`src/include/csad_consts.vh`:
```
`ifndef CSAD_CONSTS_VH
`define CSAD_CONSTS_VH
// opcode patterns, upper seven bits of the word
`define CSAD_OP_CPGT 7'h32
`define CSAD_OP_CPLT 7'h30
// decrement: upper six bits
`define CSAD_OP_DEC 6'h01
// decimal adjust full word
`define CSAD_OP_DAW 16'h0007
`define CSAD_NOP_WORD 16'h0000
// field positions
`define CSAD_BIT_A 8
`define CSAD_BIT_D 9
// status flag positions
`define CSAD_FLAG_C 0
`define CSAD_FLAG_DC 1
`define CSAD_FLAG_Z 2
`define CSAD_FLAG_OV 3
`define CSAD_FLAG_N 4
// reset values
`define CSAD_RST_WORK 8'h00
`define CSAD_RST_STATUS 5'h00
`define CSAD_RST_BANK 4'h0
// quarter phases, one-hot
`define CSAD_Q1 4'h1
`define CSAD_Q2 4'h2
`define CSAD_Q3 4'h4
`define CSAD_Q4 4'h8
`endif

```
`src/hdl/csad_exec.v`:
```
`timescale 1ns/1ps
`include "csad_consts.vh"

// How it works
// [RQ1] a word whose top seven bits are 0110010 is compare_skip_greater, bit 8 the bank select, low byte the address.
// [RQ2] compare_skip_greater skips the fetched next instruction when the file value exceeds working_register.
// [RQ3] both compares subtract working_register from the file value unsigned and leave every flag untouched.
// [RQ4] top seven bits 0110000 is compare_skip_less, which skips when the file value is below working_register.
// [RQ5] bank bit zero addresses the access bank, bank bit one lets bank_select_register pick the bank.
// [RQ6] a compare is one word, one cycle without skip and two cycles when skipping a one-word instruction.
// [RQ7] skipping a two-word instruction costs three cycles, two whole no-operation cycles after the compare.
// [RQ8] a compare decodes in q1, reads in q2, processes in q3 and writes nothing in q4.
// [RQ9] decrement_file subtracts one from the file value, reads in q2 and writes the destination in q4; file_wr_o is raised in the next q1.
// [RQ10] decrement destination bit zero writes working_register, one writes back to the file register.
// [RQ11] decimal_adjust_working adds six per nibble when above nine or its carry is set, updating carry.
// [RQ12] decrement sets c, dc, n, ov and z from its result; decimal adjust is one cycle touching only working_register and the carry flag.
module csad_exec (
  input wire clk_i,
  input wire rstn_i,
  input wire [15:0] instr_i,
  input wire instr_valid_i,
  input wire next_two_word_i,
  input wire [3:0] bank_select_register_i,
  input wire [7:0] file_rdata_i,
  output reg [11:0] file_addr_o,
  output reg file_rd_o,
  output reg file_wr_o,
  output reg [7:0] file_wdata_o,
  output reg [7:0] working_register_o,
  output reg [4:0] status_o,
  output reg [3:0] quarter_o,
  output reg skip_o,
  output reg busy_o
);

  // sequencer states, one-hot
  localparam ST_EXEC = 3'b001;
  localparam ST_NOP1 = 3'b010;
  localparam ST_NOP2 = 3'b100;

  // bit positions of the decoded instruction kind
  localparam KB_GT = 0;
  localparam KB_LT = 1;
  localparam KB_DEC = 2;
  localparam KB_DAW = 3;

  reg [2:0] state;
  reg [2:0] next_state;
  reg [15:0] ir;
  reg [7:0] fval;
  reg [7:0] next_work;
  reg [4:0] next_status;
  reg skip_now;
  reg two_word;

  // one decoder serves both the fetched word and the held word
  function [3:0] op_kind;
    input [15:0] w;
    begin
      op_kind = 4'h0;
      if (w[15:9] == `CSAD_OP_CPGT) begin
        op_kind[KB_GT] = 1'b1;
      end
      if (w[15:9] == `CSAD_OP_CPLT) begin
        op_kind[KB_LT] = 1'b1;
      end
      if (w[15:10] == `CSAD_OP_DEC) begin
        op_kind[KB_DEC] = 1'b1;
      end
      if (w == `CSAD_OP_DAW) begin
        op_kind[KB_DAW] = 1'b1;
      end
    end
  endfunction

  wire [3:0] ir_kind = op_kind(ir);
  wire [3:0] in_kind = op_kind(instr_i);

  wire is_gt = ir_kind[KB_GT]; // see [RQ1]
  wire is_lt = ir_kind[KB_LT]; // see [RQ4]
  wire is_dec = ir_kind[KB_DEC];
  wire is_daw = ir_kind[KB_DAW];
  wire is_cmp = is_gt | is_lt;

  // decimal adjust never asks for a file read
  wire in_reads = instr_valid_i & (in_kind[KB_GT] | in_kind[KB_LT] | in_kind[KB_DEC]); // see [RQ8] [RQ9] [RQ12]

  wire in_q1 = (quarter_o == `CSAD_Q1);
  wire in_q2 = (quarter_o == `CSAD_Q2);
  wire in_q3 = (quarter_o == `CSAD_Q3);
  wire in_q4 = (quarter_o == `CSAD_Q4);
  wire executing = (state == ST_EXEC);

  // access bank: low half from bank 0, high half from bank 15
  function [11:0] eff_addr;
    input a_bit;
    input [7:0] f;
    input [3:0] bank_select_register;
    begin
      if (a_bit)
        eff_addr = {bank_select_register, f}; // see [RQ5]
      else if (f[7])
        eff_addr = {4'hF, f}; // see [RQ5]
      else
        eff_addr = {4'h0, f};
    end
  endfunction

  // decrement result as f + 0xff so carry means no borrow
  wire [8:0] dec_sum = {1'b0, fval} + 9'h0FF; // see [RQ9]
  wire [4:0] dec_low = {1'b0, fval[3:0]} + 5'h0F;
  wire [7:0] dec_res = dec_sum[7:0];

  // daw stages
  wire lo_adj = (working_register_o[3:0] > 4'h9) | status_o[`CSAD_FLAG_DC];
  wire [8:0] daw_a = {1'b0, working_register_o} + (lo_adj ? 9'h006 : 9'h000);
  wire hi_adj = (daw_a[7:4] > 4'h9) | status_o[`CSAD_FLAG_C] | daw_a[8];
  wire [8:0] daw_b = daw_a + (hi_adj ? 9'h060 : 9'h000);

  wire wr_back = is_dec & ir[`CSAD_BIT_D];

  always @* begin
    next_work = working_register_o;
    next_status = status_o;
    skip_now = 1'b0;
    if (is_gt)
      skip_now = (fval > working_register_o); // see [RQ2] [RQ3]
    else if (is_lt)
      skip_now = (fval < working_register_o); // see [RQ3] [RQ4]
    if (is_dec) begin
      if (!ir[`CSAD_BIT_D])
        next_work = dec_res; // see [RQ10]
      next_status[`CSAD_FLAG_C] = dec_sum[8]; // see [RQ12]
      next_status[`CSAD_FLAG_DC] = dec_low[4];
      next_status[`CSAD_FLAG_N] = dec_res[7];
      next_status[`CSAD_FLAG_Z] = (dec_res == 8'h00);
      next_status[`CSAD_FLAG_OV] = (fval == 8'h80);
    end
    if (is_daw) begin
      next_work = daw_b[7:0]; // see [RQ11] [RQ12]
      next_status[`CSAD_FLAG_C] = hi_adj | daw_b[8];
    end
  end

  // skip sequencer, only moves at the end of an instruction cycle
  always @* begin
    next_state = state;
    case (state)
      ST_EXEC: begin
        if (is_cmp && skip_now) begin
          next_state = ST_NOP1; // see [RQ2] [RQ6]
        end
      end
      ST_NOP1: begin
        if (two_word) begin
          next_state = ST_NOP2; // see [RQ7]
        end else begin
          next_state = ST_EXEC; // see [RQ6]
        end
      end
      ST_NOP2: begin
        next_state = ST_EXEC; // see [RQ7]
      end
      default: begin
        next_state = ST_EXEC;
      end
    endcase
  end

  // quarter phase ring; a corrupted ring falls back to q1
  always @(posedge clk_i) begin
    if (!rstn_i) begin
      quarter_o <= `CSAD_Q1;
    end else if (in_q1 | in_q2 | in_q3 | in_q4) begin
      quarter_o <= {quarter_o[2:0], quarter_o[3]};
    end else begin
      quarter_o <= `CSAD_Q1;
    end
  end

  // decode; a skipped slot runs as a no-operation
  always @(posedge clk_i) begin
    if (!rstn_i) begin
      ir <= `CSAD_NOP_WORD;
    end else if (in_q1) begin
      if (executing && instr_valid_i) begin
        ir <= instr_i; // see [RQ8]
      end else begin
        ir <= `CSAD_NOP_WORD; // see [RQ2]
      end
    end
  end

  always @(posedge clk_i) begin
    if (!rstn_i) begin
      file_addr_o <= 12'h000;
    end else if (in_q1 && executing) begin
      file_addr_o <= eff_addr(instr_i[`CSAD_BIT_A], instr_i[7:0], bank_select_register_i); // see [RQ5]
    end
  end

  always @(posedge clk_i) begin
    if (!rstn_i) begin
      file_rd_o <= 1'b0;
    end else begin
      file_rd_o <= in_q1 & executing & in_reads; // see [RQ8] [RQ9]
    end
  end

  always @(posedge clk_i) begin
    if (!rstn_i) begin
      fval <= 8'h00;
    end else if (in_q2) begin
      fval <= file_rdata_i; // see [RQ8]
    end
  end

  // only the compare cycle says what follows it; nop cycles must not resample
  always @(posedge clk_i) begin
    if (!rstn_i) begin
      two_word <= 1'b0;
    end else if (in_q3 && executing) begin
      two_word <= next_two_word_i; // see [RQ7]
    end
  end

  // compares leave both untouched since next_* equal the current values
  always @(posedge clk_i) begin
    if (!rstn_i) begin
      working_register_o <= `CSAD_RST_WORK;
      status_o <= `CSAD_RST_STATUS;
    end else if (in_q4) begin
      working_register_o <= next_work; // see [RQ10] [RQ11]
      status_o <= next_status; // see [RQ3] [RQ12]
    end
  end

  always @(posedge clk_i) begin
    if (!rstn_i) begin
      file_wr_o <= 1'b0;
    end else begin
      file_wr_o <= in_q4 & wr_back; // see [RQ8] [RQ9] [RQ10]
    end
  end

  always @(posedge clk_i) begin
    if (!rstn_i) begin
      file_wdata_o <= 8'h00;
    end else if (in_q4 && wr_back) begin
      file_wdata_o <= dec_res; // see [RQ9]
    end
  end

  always @(posedge clk_i) begin
    if (!rstn_i) begin
      skip_o <= 1'b0;
    end else begin
      skip_o <= in_q4 & executing & is_cmp & skip_now; // see [RQ2] [RQ4]
    end
  end

  always @(posedge clk_i) begin
    if (!rstn_i) begin
      state <= ST_EXEC;
    end else if (in_q4) begin
      state <= next_state;
    end
  end

  // busy tracks the state register so it covers every inserted cycle
  always @(posedge clk_i) begin
    if (!rstn_i) begin
      busy_o <= 1'b0;
    end else if (in_q4) begin
      busy_o <= (next_state != ST_EXEC); // see [RQ6] [RQ7]
    end
  end

endmodule // csad_exec

```
`config.mk`:
```
export PLATFORM = sky130hd
export DESIGN_NAME = csad_exec
export DESIGN_NICKNAME = d
export VERILOG_FILES = /design/src/hdl/csad_exec.v
export VERILOG_INCLUDE_DIRS = /design/src /design/src/include
export SDC_FILE = /design/constraint.sdc
export NUM_CORES = 1
export LEC_CHECK = 0
export BUFFER_PORTS_ARGS = -buffer_cell sky130_fd_sc_hd__buf_2
export CAP_MARGIN = 15
export CORE_MARGIN = 1.5
export CORE_UTILIZATION = 55
export DETAILED_ROUTE_END_ITERATION = 16
export PLACE_DENSITY_LB_ADDON = 0.25
export RECOVER_POWER = 100
export SYNTH_ARGS = -nofsm -noshare
export SYNTH_HDL_FRONTEND = slang
export SYNTH_SLANG_ARGS = --single-unit
```
`constraint.sdc`:
```
create_clock -name clk_i -period 5.8 [get_ports clk_i]
set_clock_uncertainty 0.05 [all_clocks]
set_input_delay 1.16 -clock clk_i [delete_from_list [all_inputs] [get_ports clk_i]]
set_output_delay 1.16 -clock clk_i [all_outputs]
set_load 0.02 [all_outputs]
```
======== Word level (Yosys, flattened, before mapping) ========
Index checks and enable logic that the tools add are counted.
storage, ports and cells
  flip-flop bits (word level) ............. 69
  bits of input ports ..................... 32
  output and inout port bits .............. 41
  word-level logic and storage cells ...... 89
operators by class
  add/sub/neg operators ................... 4
  magnitude comparators ................... 4
  equality and inequality tests ........... 16
  muxes and demuxes ....................... 22
  bitwise logic cells ..................... 18
  reductions and logical operators ........ 11
operators with widths
  operator               count
  $eq A7 B6 Y1 const B   4
  $mux W12               2
  $mux W8                3
  $eq A16 B3 Y1 const B  1
  $mux W16               1
  $eq A6 B1 Y1 const B   2
  $mux W1                11
  $or A1 B1 Y1           10
  $add A8 B3 Y9          1
  $add A8 B8 Y9 const B  1
  $add A9 B7 Y9          1
  $mux W3                3
  $and A1 B1 Y1          8
  $eq A8 B8 Y1 const B   1
  $gt A4 B4 Y1 const B   2
  $gt A8 B8 Y1           1
  $logic_not A8 Y1       1
  $lt A8 B8 Y1           1
  $mux W7                1
  $pmux W3 S2            1
  $reduce_and A2 Y1      3
  $add A4 B4 Y5 const B  1
  $logic_and A1 B1 Y1    5
  $eq A4 B1 Y1 const B   1
  9 further kinds        9

======== Longest topological paths before layout ========
Gate-level depths: netlist of the first run.
  depth after elaboration ................. 11
  depth in mapped cells ................... 18
  mapped depth without buffers ............ 18

======== Worst setup path before layout of the first run ========
Ideal clock, no wire load.
  path type ............................... register -> register
  from .................................... register working_register_o[2]
  to ...................................... register working_register_o[6]
  setup time .............................. 65 ps
  arrival ................................. 3325 ps
  data required time ...................... 5685 ps
  path slack .............................. 2359 ps
  cell stages (with the launch flop) ...... 18
  path buffers ............................ 0
  clock period less this slack ............ 3441 ps
  cell sequence ........................... dfxtp_1 > o21ai_0 > nand2b_1 > ha_1 > fa_1 > and3_1 > nor3_1 > o22ai_1 > a211oi_1 > inv_1 > ha_1 > inv_1 > fa_1 > inv_1 > nor2_1 > a211oi_1 > a21oi_1 > nor2b_1
on the way
  longest elaborated chain between the ends .. 10
RTL lines
  item                        line             text
  start: declaration          csad_exec.v:29   output reg [7:0] working_register_o,
  start signal: assignment    csad_exec.v:230  working_register_o <= `CSAD_RST_WORK;
  start signal: assignment    csad_exec.v:233  working_register_o <= next_work;
  $gt A4 B4 Y1                csad_exec.v:115  wire lo_adj = (working_register_o[3:0] > 4'h9) | status_o[`CSAD_FLAG_DC];
  $or A1 B1 Y1                csad_exec.v:115
  $mux W3                     csad_exec.v:116  wire [8:0] daw_a = {1'b0, working_register_o} + (lo_adj ? 9'h006 : 9'h000);
  $add A8 B3 Y9 *             csad_exec.v:116
  $gt A4 B4 Y1                csad_exec.v:117  wire hi_adj = (daw_a[7:4] > 4'h9) | status_o[`CSAD_FLAG_C] | daw_a[8];
  $or A1 B1 Y1 (2 in series)  csad_exec.v:117
  $mux W7                     csad_exec.v:118  wire [8:0] daw_b = daw_a + (hi_adj ? 9'h060 : 9'h000);
  $add A9 B7 Y9 *             csad_exec.v:118
  $mux W8 *                   csad_exec.v:139  if (is_daw) begin
Mark *: on every way between the ends. The rest lies on a longest branch, timed or not.
A chain may end at the register's enable or synchronous reset.

======== Final worst setup path of the first run ========
Ends and elaborated chain as after synthesis.

==> results of run 1 <==
## tightest hold or removal path: cells and delay by family (launching register included)
family	cells	cell delay, ps
AO/OA/AOI/OAI	1	60
flip-flops	1	310
AND/OR/NAND/NOR	1	50
## per-stage QoR
stage	cells	worst slack [ps]	total power (W)	instance area [sq um]	hold slack (ps)
5_1_grt	532	1760	0.00114	3950	439
3_5_place_dp	516	2130	0.000750	3840	406
3_3_place_gp	516	2330	0.000746	3840	402
6_report	532	2120	0.00108	3950	418
4_1_cts	532	2090	0.00109	4000	418
2_1_floorplan	388	2360	0.000694	3510	393
## logic make-up (layout without fill, tap and decap cells)
family | count (synthesis) | after routing | synth area share [%]
and+or+nand+nor | 162 | 162 | 26.1
AOI/OAI and AO/OA | 90 | 90 | 18.7
DFF | 69 | 69 | 39.4
buffers and inverters | 34 | 103 | 5.21
adders and majority gates | 17 | 17 | 6.49
xor gates and xnor gates | 11 | 11 | 2.75
muxes | 5 | 5 | 1.46
## cell usage in the layout (no fill, tap or decap), types with 5 or more instances in the layout
cell type	instances
dfxtp_1	69
nand2_1	65
clkbuf_1	43
buf_2	30
nor2b_1	24
a21boi_0	20
a21oi_1	17
a22oi_1	16
inv_1	15
ha_1	15
o211a_1	13
nor2_1	12
and3_1	9
clkbuf_8	9
nand3_1	8
o21ai_0	7
nor3_1	7
xnor2_1	6
and2_1	6
xor2_1	5
## flip-flops by register name (all words and copies together) (netlist names)
name	count
skip_o	1
two_word	1
file_wr_o	1
fval	8
quarter_o	4
working_register_o	8
file_addr_o	12
status_o	5
file_wdata_o	8
ir	16
busy_o	1
state	3
file_rd_o	1
## final timing paths
| path | startpoint | to | cells after the start | slack, ps |
|---|---|---|---|---|
| setup reg to reg | working_register_o[2] | working_register_o[6] | 17 | 2120 |
| setup / recovery | working_register_o[2] | working_register_o[6] | 17 | 2120 |
| hold reg to reg | file_addr_o[1] | file_addr_o[1] | 2 | 420 |
| hold / removal | file_addr_o[1] | file_addr_o[1] | 2 | 420 |
## final cells by class
class | count | share of cell area (%)
Clock buffer | 10 | 3.23
Clock inverter | 6 | 0.982
Inverter | 15 | 1.43
Multi-Input combinational cell | 285 | 49.2
Sequential cell | 69 | 35.0
Tap cell | 75 | 2.38
Timing Repair Buffer | 72 | 7.79
## layer usage
| layer | GRT usage, % | share of wire [%] |
|---|---|---|
| met2 | 35.8 | 47 |
| met4 | 6.52 | 1.1 |
| met3 | 6.46 | 5.0 |
| met1 | 29.7 | 47 |
| met5 | 0 | 0 |
## power by group through the flow
stage               combinational [W]  clock (W)  sequential (W)
finish                       0.000205   0.000340        0.000532
global route                 0.000229   0.000371        0.000537
CTS                          0.000209   0.000347        0.000531
detailed placement           0.000208          0        0.000542
global placement             0.000205          0        0.000541
floorplan                    0.000140          0        0.000553
==> flow_summary_export.csv, run 1 <==
group,metric,value,unit
placed_design,gp_congestion,0.877,
pwr,switching_share,31.9,%
grt,grt_pass1_wl,12700,um
min_path,hold_class,"reg2reg",
drt,dr.pass1.iters,4,
die,initial_utilization,58.2,%
grt,grt_use_total,22.5,%
timing,maxSlewViolCount,68,
synthesis,synth_cells,388,
pwr,power_frac_clock,31.6,%
setup_path,worstSetupPathType,"reg2reg",
setup_path,cp-end-kind,"flop",
outcome,violations,"max-capacitance violations, max-slew violations",
pwr,pwr_density_cell,272,nW/um^2
synthesis,synth_ff_type,"dfxtp_1",
timing,worst_slew_pin_slew,2340,ps
setup_path,cp_max_fo,6,
timing,max-slew-margin-rel,-55.8,%
layout,fin_util,65.6,%
synthesis,synth_most_common_cell,"dfxtp_1",
timing,post-route-min-period,3680,ps
layout,seqCellArea,1380,sq um
synthesis,yosysTopAreaCell,"dfxtp_1",
flow_run,maxCapViolations,1,
die,fp.dieW,82.9,um
setup_path,crit_slowest_cell,"a211oi_1",
timing,hold_viol,0,
drt,via_per_inst,5.59,
cts,cts-root-buf,"clkbuf_8",
synthesis,syn-num-nets,437,
timing,rsz0062_at_grt,"false",
cts,postCtsHoldBufs,0,
setup_path,crit_chain,"o21ai_0 > nand2b_1 > ha_1 > fa_1 > and3_1 > nor3_1 > o22ai_1 > a211oi_1 > inv_1 > ha_1 > inv_1 > fa_1 > inv_1 > nor2_1 > a211oi_1 > a21oi_1 > nor2b_1",
synthesis,ys_seq_elements,69,
cts,htree_levels,3,
die,fp-row-count,28,
layout,fillers,555,
die,die-area,6870,sq um
pwr,leakage,1.70,nW
synthesis,postSynthAreaPerCell,9.04,sq um
synthesis,synth_common_cells,"dfxtp_1, nand2_1, nor2b_1, a21boi_0, a21oi_1",
grt,grt_max_degree,68,
grt,antenna_found_initial,0,
setup_path,timing.critical_path.from_type,"flop",
pwr,seqPwrFrac,49.4,%
placed_design,numPortBuffers,72,
die,die_h,82.9,um
setup_path,cpPeakStageDelay,430,ps
outcome,status,"complete, but fails checks",
placed_design,hpwl,5590,um
timing,tns,0,ps
setup_path,worst-path-buf-inv,3,
layout,area.growth.synth_to_final,12.6,%
synthesis,synthTopCellsByArea,"dfxtp_1, nand2_1, ha_1",
grt,grt_pass1_vias,2697,
synthesis,synth_top_area_share,39.4,%
drt,avgRoutedWirePerCell,14.5,um
timing,finalSetupViolations,0,
synthesis,ys_types,53,
drt,drt_iter0_drc,130,
setup_path,path_delay_family,"adder cells",
drt,drc,0,
cts,clk_path_buf_depth,2,
cts,cts_tree,"done",
layout,multi_input_area,1940,sq um
timing,period_share,63.4,%
drt,ant_nets,0,
die,ios,73,
cts,clock_latency,350,ps
pwr,internal_power,0.000733,W
cts,cts_setup_buffers,0,
timing,timing.fmax,272,MHz
setup_path,required,6030,ps
setup_path,arrival,3910,ps
pwr,p_comb_share,19.0,%
synthesis,seq_area_frac_synth,39.4,%
cts,clk_pin_slew_worst_paths,70,ps
pwr,peakVddDrop,0.000267,V
synthesis,yosys_warnings,0,
drt,vias,2972,
synthesis,syn_area,3510,sq um
pwr,switchingPower,0.000343,W
layout,nets,501,
die,core,6030,sq um
setup_path,path_common_cell,"inv_1",
drt,wirelength,7690,um
cts,cts_num_sinks,69,
synthesis,ys_async_sr_fraction,0,%
cts,post_cts.resized_instances,0,
grt,grt_overflow,0,
synthesis,synth-edff-count,0,
cts,numCtsBuffers,9,
layout,n_antenna_cell,0,
layout,layout-drive-gt1-share,12.3,%
Power figures use the tool's default switching activity.
==> run 2, diff against run 1 <==
clock period = 3.5 ns   (was 5.8 ns; I/O delays follow)
==> flow_summary_export.csv, run 2 (synthesis gave the netlist of run 1 again) <==
group,metric,value,unit
outcome,status,"finished clean",
placed_design,place_ws,71.1,ps
cts,numCtsBuffers,9,
die,die_h,82.9,um
drt,avgRoutedWirePerCell,15.5,um
placed_design,hpwl,5860,um
min_path,hold_class,"reg2reg",
die,fp.dieW,82.9,um
drt,wirelength,8360,um
layout,largestRegisters,"ir: 16 flops, file_addr_o: 12 flops",
drt,drc,0,
setup_path,cp_max_fo,6,
die,fp-row-count,28,
layout,n_antenna_cell,0,
pwr,total_power,0.00205,W
die,initial_utilization,58.2,%
layout,largest_register_ffs,16,
setup_path,r2r_start,"working_register_o[3]",
setup_path,crit_chain,"o21ai_1 > nand2b_1 > ha_2 > fa_2 > and3_2 > nand2_1 > a21oi_1 > o22ai_1 > a211oi_2 > inv_1 > ha_1 > inv_1 > fa_1 > inv_1 > nor2_1 > a211oi_1 > a21oi_1 > nor2b_1",
setup_path,required,3740,ps
pwr,peakVddDrop,0.000450,V
cts,cts_num_sinks,69,
cts,cts_tree,"done",
setup_path,cpPeakStageDelay,430,ps
min_path,hp-start,"file_addr_o[2]",
setup_path,startpoint,"working_register_o[3]",
timing,finalSetupViolations,0,
die,die-area,6870,sq um
timing,period_share,93.2,%
timing,setup_slack,239,ps
grt,grt_use_total,24.4,%
grt,antenna_found_initial,0,
timing,timing.fmax,307,MHz
timing,worst_slew_pin_slew,1440,ps
placed_design,placed_cells,520,
flow_run,maxCapViolations,0,
timing,maxSlewViolCount,0,
layout,area.growth.synth_to_final,15.4,%
cts,clock_latency,350,ps
layout,stdcell_count,538,
setup_path,worstSetupPathType,"reg2reg",
layout,max_flop_register,"ir",
die,core,6030,sq um
pwr,leakage,1.74,nW
grt,grt_overflow,0,
cts,cts-root-buf,"clkbuf_8",
layout,final_cell_mix,"dfxtp_1, nand2_1, clkbuf_1, buf_2, nor2b_1",
drt,vias,3082,
layout,nets,507,
timing,max-slew-margin-rel,2.76,%
grt,grt_max_degree,49,
drt,ant_nets,0,
grt,grt_pass1_vias,2932,
cts,clk_pin_slew_worst_paths,80,ps
drt,via_per_inst,5.73,
layout,layout-drive-gt1-share,13.6,%
cts,clk_path_buf_depth,2,
setup_path,path_common_cell,"inv_1",
die,ios,73,
drt,drt_iter0_drc,186,
grt,grt_pass1_wl,13800,um
pwr,pwr_density_cell,506,nW/um^2
setup_path,cp-end-kind,"flop",
placed_design,gp_congestion,0.865,
cts,htree_levels,3,
timing,post-route-min-period,3260,ps
setup_path,timing.critical_path.from_type,"flop",
setup_path,crit_slowest_cell,"dfxtp_1",
timing,hold_viol,0,
drt,dr.pass1.iters,5,
setup_path,arrival,3500,ps
placed_design,numPortBuffers,72,
layout,final_common_cell,"dfxtp_1",
[run 2: changes by cell type in the layout (fill, tap and decap cells not counted), sizes merged]
cell,delta
clkinvlp,-1
buf,+6
inv,-1
clkinv,-2
bufinv,+3
clkbuf,+1
[run 2: worst paths after layout]
| path | slack [ps] | to | cells after the start |
|---|---|---|---|
| worst min register to register | 420 | file_addr_o[2] | 2 |
| worst min-delay path | 420 | file_addr_o[2] | 2 |
| worst max register to register | 240 | working_register_o[6] | 18 |
| worst max-delay path | 240 | working_register_o[6] | 18 |
[run 2: per-layer routing]
metal  part of all wire (%)  vias up  routed length, um  GRT usage, %
met4                    2.3        0                195          8.64
li1                       -     1504                  -             -
met3                    6.5       23                542          6.76
met2                     47      105               3930          40.0
met5                      0        -                  0             0
met1                     44     1450               3690          30.9
[run 2: repair_timing]
item / CTS / global route
setup buffers: 0 / 2
setup endpoints to repair: 0 / 2
hold buffers: 0 / 0
gates resized for setup: 0 / 6
[run 2: worst max-delay path: cells and delay by family (launching register included)]
kind                     cells  cell delay (ps)
AND/OR/NAND/NOR              5              640
buffers and inverters        3              220
adder cells (fa/ha/maj)      4             1050
AO/OA/AOI/OAI                6              820
flip-flops                   1              430
[run 2: area by class of cell]
class	instances	area, sq um
Tap cell	75	93.8
Fill cell	540	1980
Clock inverter	5	106
Inverter	15	56.3
Multi-Input combinational cell	285	1910
Clock buffer	11	151
Timing Repair Buffer	78	350
Sequential cell	69	1380
[run 2: metrics by stage]
stage | hold slack, ps | TNS, ps | util [%] | instance area, sq um
after CTS | 418 | 0 | 68.4 | 4120
final | 418 | 0 | 67.2 | 4050
after global routing | 442 | -55.2 | 67.2 | 4050
after floorplan | 393 | 0 | - | 3510
after global placement | 400 | 0 | 64.2 | 3870
after detailed placement | 406 | 0 | 64.2 | 3870
[run 2: report_power, final]
group          internal [W]  switching (W)  total [W]  leakage (nW)
clock              0.000514       0.000318   0.000832         0.126
combinational      0.000120       0.000218   0.000338          1.05
sequential         0.000833      0.0000456   0.000879         0.561
==> run 3, diff against run 2 <==
ABC_AREA = 1   (was unset)
clock period = 3.8 ns   (was 3.5 ns; I/O delays follow)
==> flow_summary_export.csv, run 3 <==
group,metric,value,unit
outcome,status,"finished clean",
synthesis,synth-edff-count,0,
cts,numCtsBuffers,9,
placed_design,hpwl,5910,um
drt,dr.pass1.iters,5,
synthesis,postSynthAreaPerCell,7.32,sq um
timing,maxSlewViolCount,0,
layout,layout-drive-gt1-share,11.0,%
grt,grt_max_degree,37,
timing,tns,0,ps
layout,multi_input_area,1690,sq um
cts,cts-root-buf,"clkbuf_8",
die,fp-row-count,28,
layout,largestRegisters,"ir: 16 flops, file_addr_o: 12 flops",
setup_path,required,4000,ps
die,ios,73,
pwr,total_power,0.00271,W
synthesis,ys_seq_elements,69,
layout,final_cell_mix,"nand2_1, dfxtp_1, nor2_1, inv_1, clkbuf_1",
setup_path,cp_max_fo,8,
drt,vias,3205,
drt,drc,0,
setup_path,timing.critical_path.from_type,"flop",
grt,grt_pass1_vias,2786,
synthesis,seq_area_frac_synth,41.0,%
pwr,peakVddDrop,0.000502,V
pwr,pwr_density_cell,684,nW/um^2
synthesis,synth_ff_type,"dfxtp_1",
grt,antenna_found_initial,0,
layout,fillers,547,
drt,via_per_inst,5.25,
timing,rsz0062_at_grt,"false",
placed_design,numPortBuffers,72,
layout,nets,580,
grt,grt_use_total,25.0,%
grt,grt_overflow,0,
pwr,leakage,1.77,nW
layout,max_flop_register,"ir",
drt,wl_met3,344,um
min_path,hold_class,"reg2reg",
drt,dr.max_layer_used,"met4",
synthesis,synth_most_common_cell,"nand2_1",
cts,post_cts.resized_instances,0,
cts,cts_num_sinks,69,
synthesis,synth_common_cells,"nand2_1, dfxtp_1, nor2_1, inv_1, a21oi_1",
synthesis,synth_top_area_share,41.0,%
cts,postCtsHoldBufs,0,
flow_run,maxCapViolations,0,
placed_design,gp_congestion,0.936,
die,fp.dieW,81.3,um
timing,whs,416,ps
synthesis,synth_cells,460,
timing,hold_viol,0,
setup_path,worstSetupPathType,"reg2reg",
cts,clk_pin_slew_worst_paths,70,ps
drt,avgRoutedWirePerCell,12.9,um
drt,drt_iter0_drc,125,
layout,final_common_cell,"nand2_1",
timing,post-route-min-period,3340,ps
synthesis,synthTopCellsByArea,"dfxtp_1, nand2_1, nor2_1",
timing,worst_slew_pin_slew,1350,ps
timing,period_share,87.8,%
cts,clock_latency,350,ps
die,initial_utilization,56.9,%
synthesis,ys_types,38,
die,core,5920,sq um
timing,timing.fmax,300,MHz
timing,max-slew-margin-rel,9.81,%
die,die_h,81.3,um
layout,largest_register_ffs,16,
synthesis,yosysTopAreaCell,"dfxtp_1",
cts,cts_tree,"done",
setup_path,arrival,3540,ps
drt,dr_wl_met2,3800,um
synthesis,yosys_warnings,0,
setup_path,cp-end-kind,"flop",
grt,grt_pass1_wl,12600,um
cts,clk_path_buf_depth,2,
synthesis,syn-num-nets,509,
synthesis,syn_area,3370,sq um
cts,htree_levels,3,
die,die-area,6600,sq um
synthesis,ys_async_sr_fraction,0,%
layout,seqCellArea,1380,sq um
drt,wl_met1,3550,um
drt,wirelength,7880,um
layout,n_antenna_cell,0,
layout,area.growth.synth_to_final,17.4,%
timing,finalSetupViolations,0,
drt,ant_nets,0,
cts,cts_setup_buffers,0,
## run 3: cell types whose count changed in the layout (fill, tap and decap cells not counted), sizes merged, moves of 6 or more
cell | previous run | this run
and3 | 9 | 1
o21ai | 9 | 40
buf | 36 | 30
inv | 15 | 52
and2 | 7 | 1
nor4b | 6 | 0
nand3 | 8 | 20
a21boi | 20 | 0
nor2b | 24 | 0
a21oi | 17 | 37
a22oi | 16 | 8
nor2 | 13 | 55
o211a | 13 | 0
nand2 | 65 | 105
## run 3: final cells by class
class                   count  share of cell area [%]
well taps                  75                    2.37
clock inverters             6                    3.38
flip-flops and latches     69                    34.9
clock buffers              10                    3.48
multi-input cells         324                    42.8
repair buffers             73                    7.88
inverters                  54                    5.12
## run 3: critical path: stages (launching register included)
cell and delay, ps:
dfxtp_1 480, inv_1 100, o21bai_1 290, ha_1 270
fa_1 230, nand2_1 100, nor2_1 150, nand2_1 60
nand2_1 70, nand2_1 70, inv_1 60, nand2_1 70
nand2_1 110, ha_1 170, inv_1 50, fa_1 370
or2_2 300, nand3_1 70, nand3_1 70, nand2_1 70
inv_1 30
## run 3: cells by family after synthesis
kind of cell,share of synthesized area (%)
fa+ha+maj,6.76
buf+inv,7.84
simple gates,26.9
xor+xnor,1.30
compound gates,16.2
flops,41.0
## run 3: worst paths after layout
path	startpoint	to	cells past startpoint	slack (ps)
setup / recovery	working_register_o[3]	working_register_o[7]	20	460
hold / removal	ir[1]	ir[1]	2	420
setup reg to reg	working_register_o[3]	working_register_o[7]	20	460
hold reg to reg	ir[1]	ir[1]	2	420
## run 3: stage by stage
step           area [sq um]  cells  setup WS [ps]  util, %
3_5_place_dp           3770    595            546     63.7
2_1_floorplan          3370    460            618        -
6_report               3960    611            462     66.8
3_3_place_gp           3770    595            654     63.7
4_1_cts                4040    611            519     68.2
5_1_grt                3960    611            161     66.8
## run 3: report_power, final
part	internal, W	total [W]	switching, W
Clock	0.000520	0.000802	0.000282
Sequential	0.000847	0.000935	0.0000883
Combinational	0.000293	0.000968	0.000676
Total	0.00166	0.00271	0.00105
## run 3: layer usage
layer	up-vias	global-route usage, %
met1	1456	30.7
met3	17	4.04
li1	1651	-
met2	81	42.1
met4	0	12.9
met5	-	0
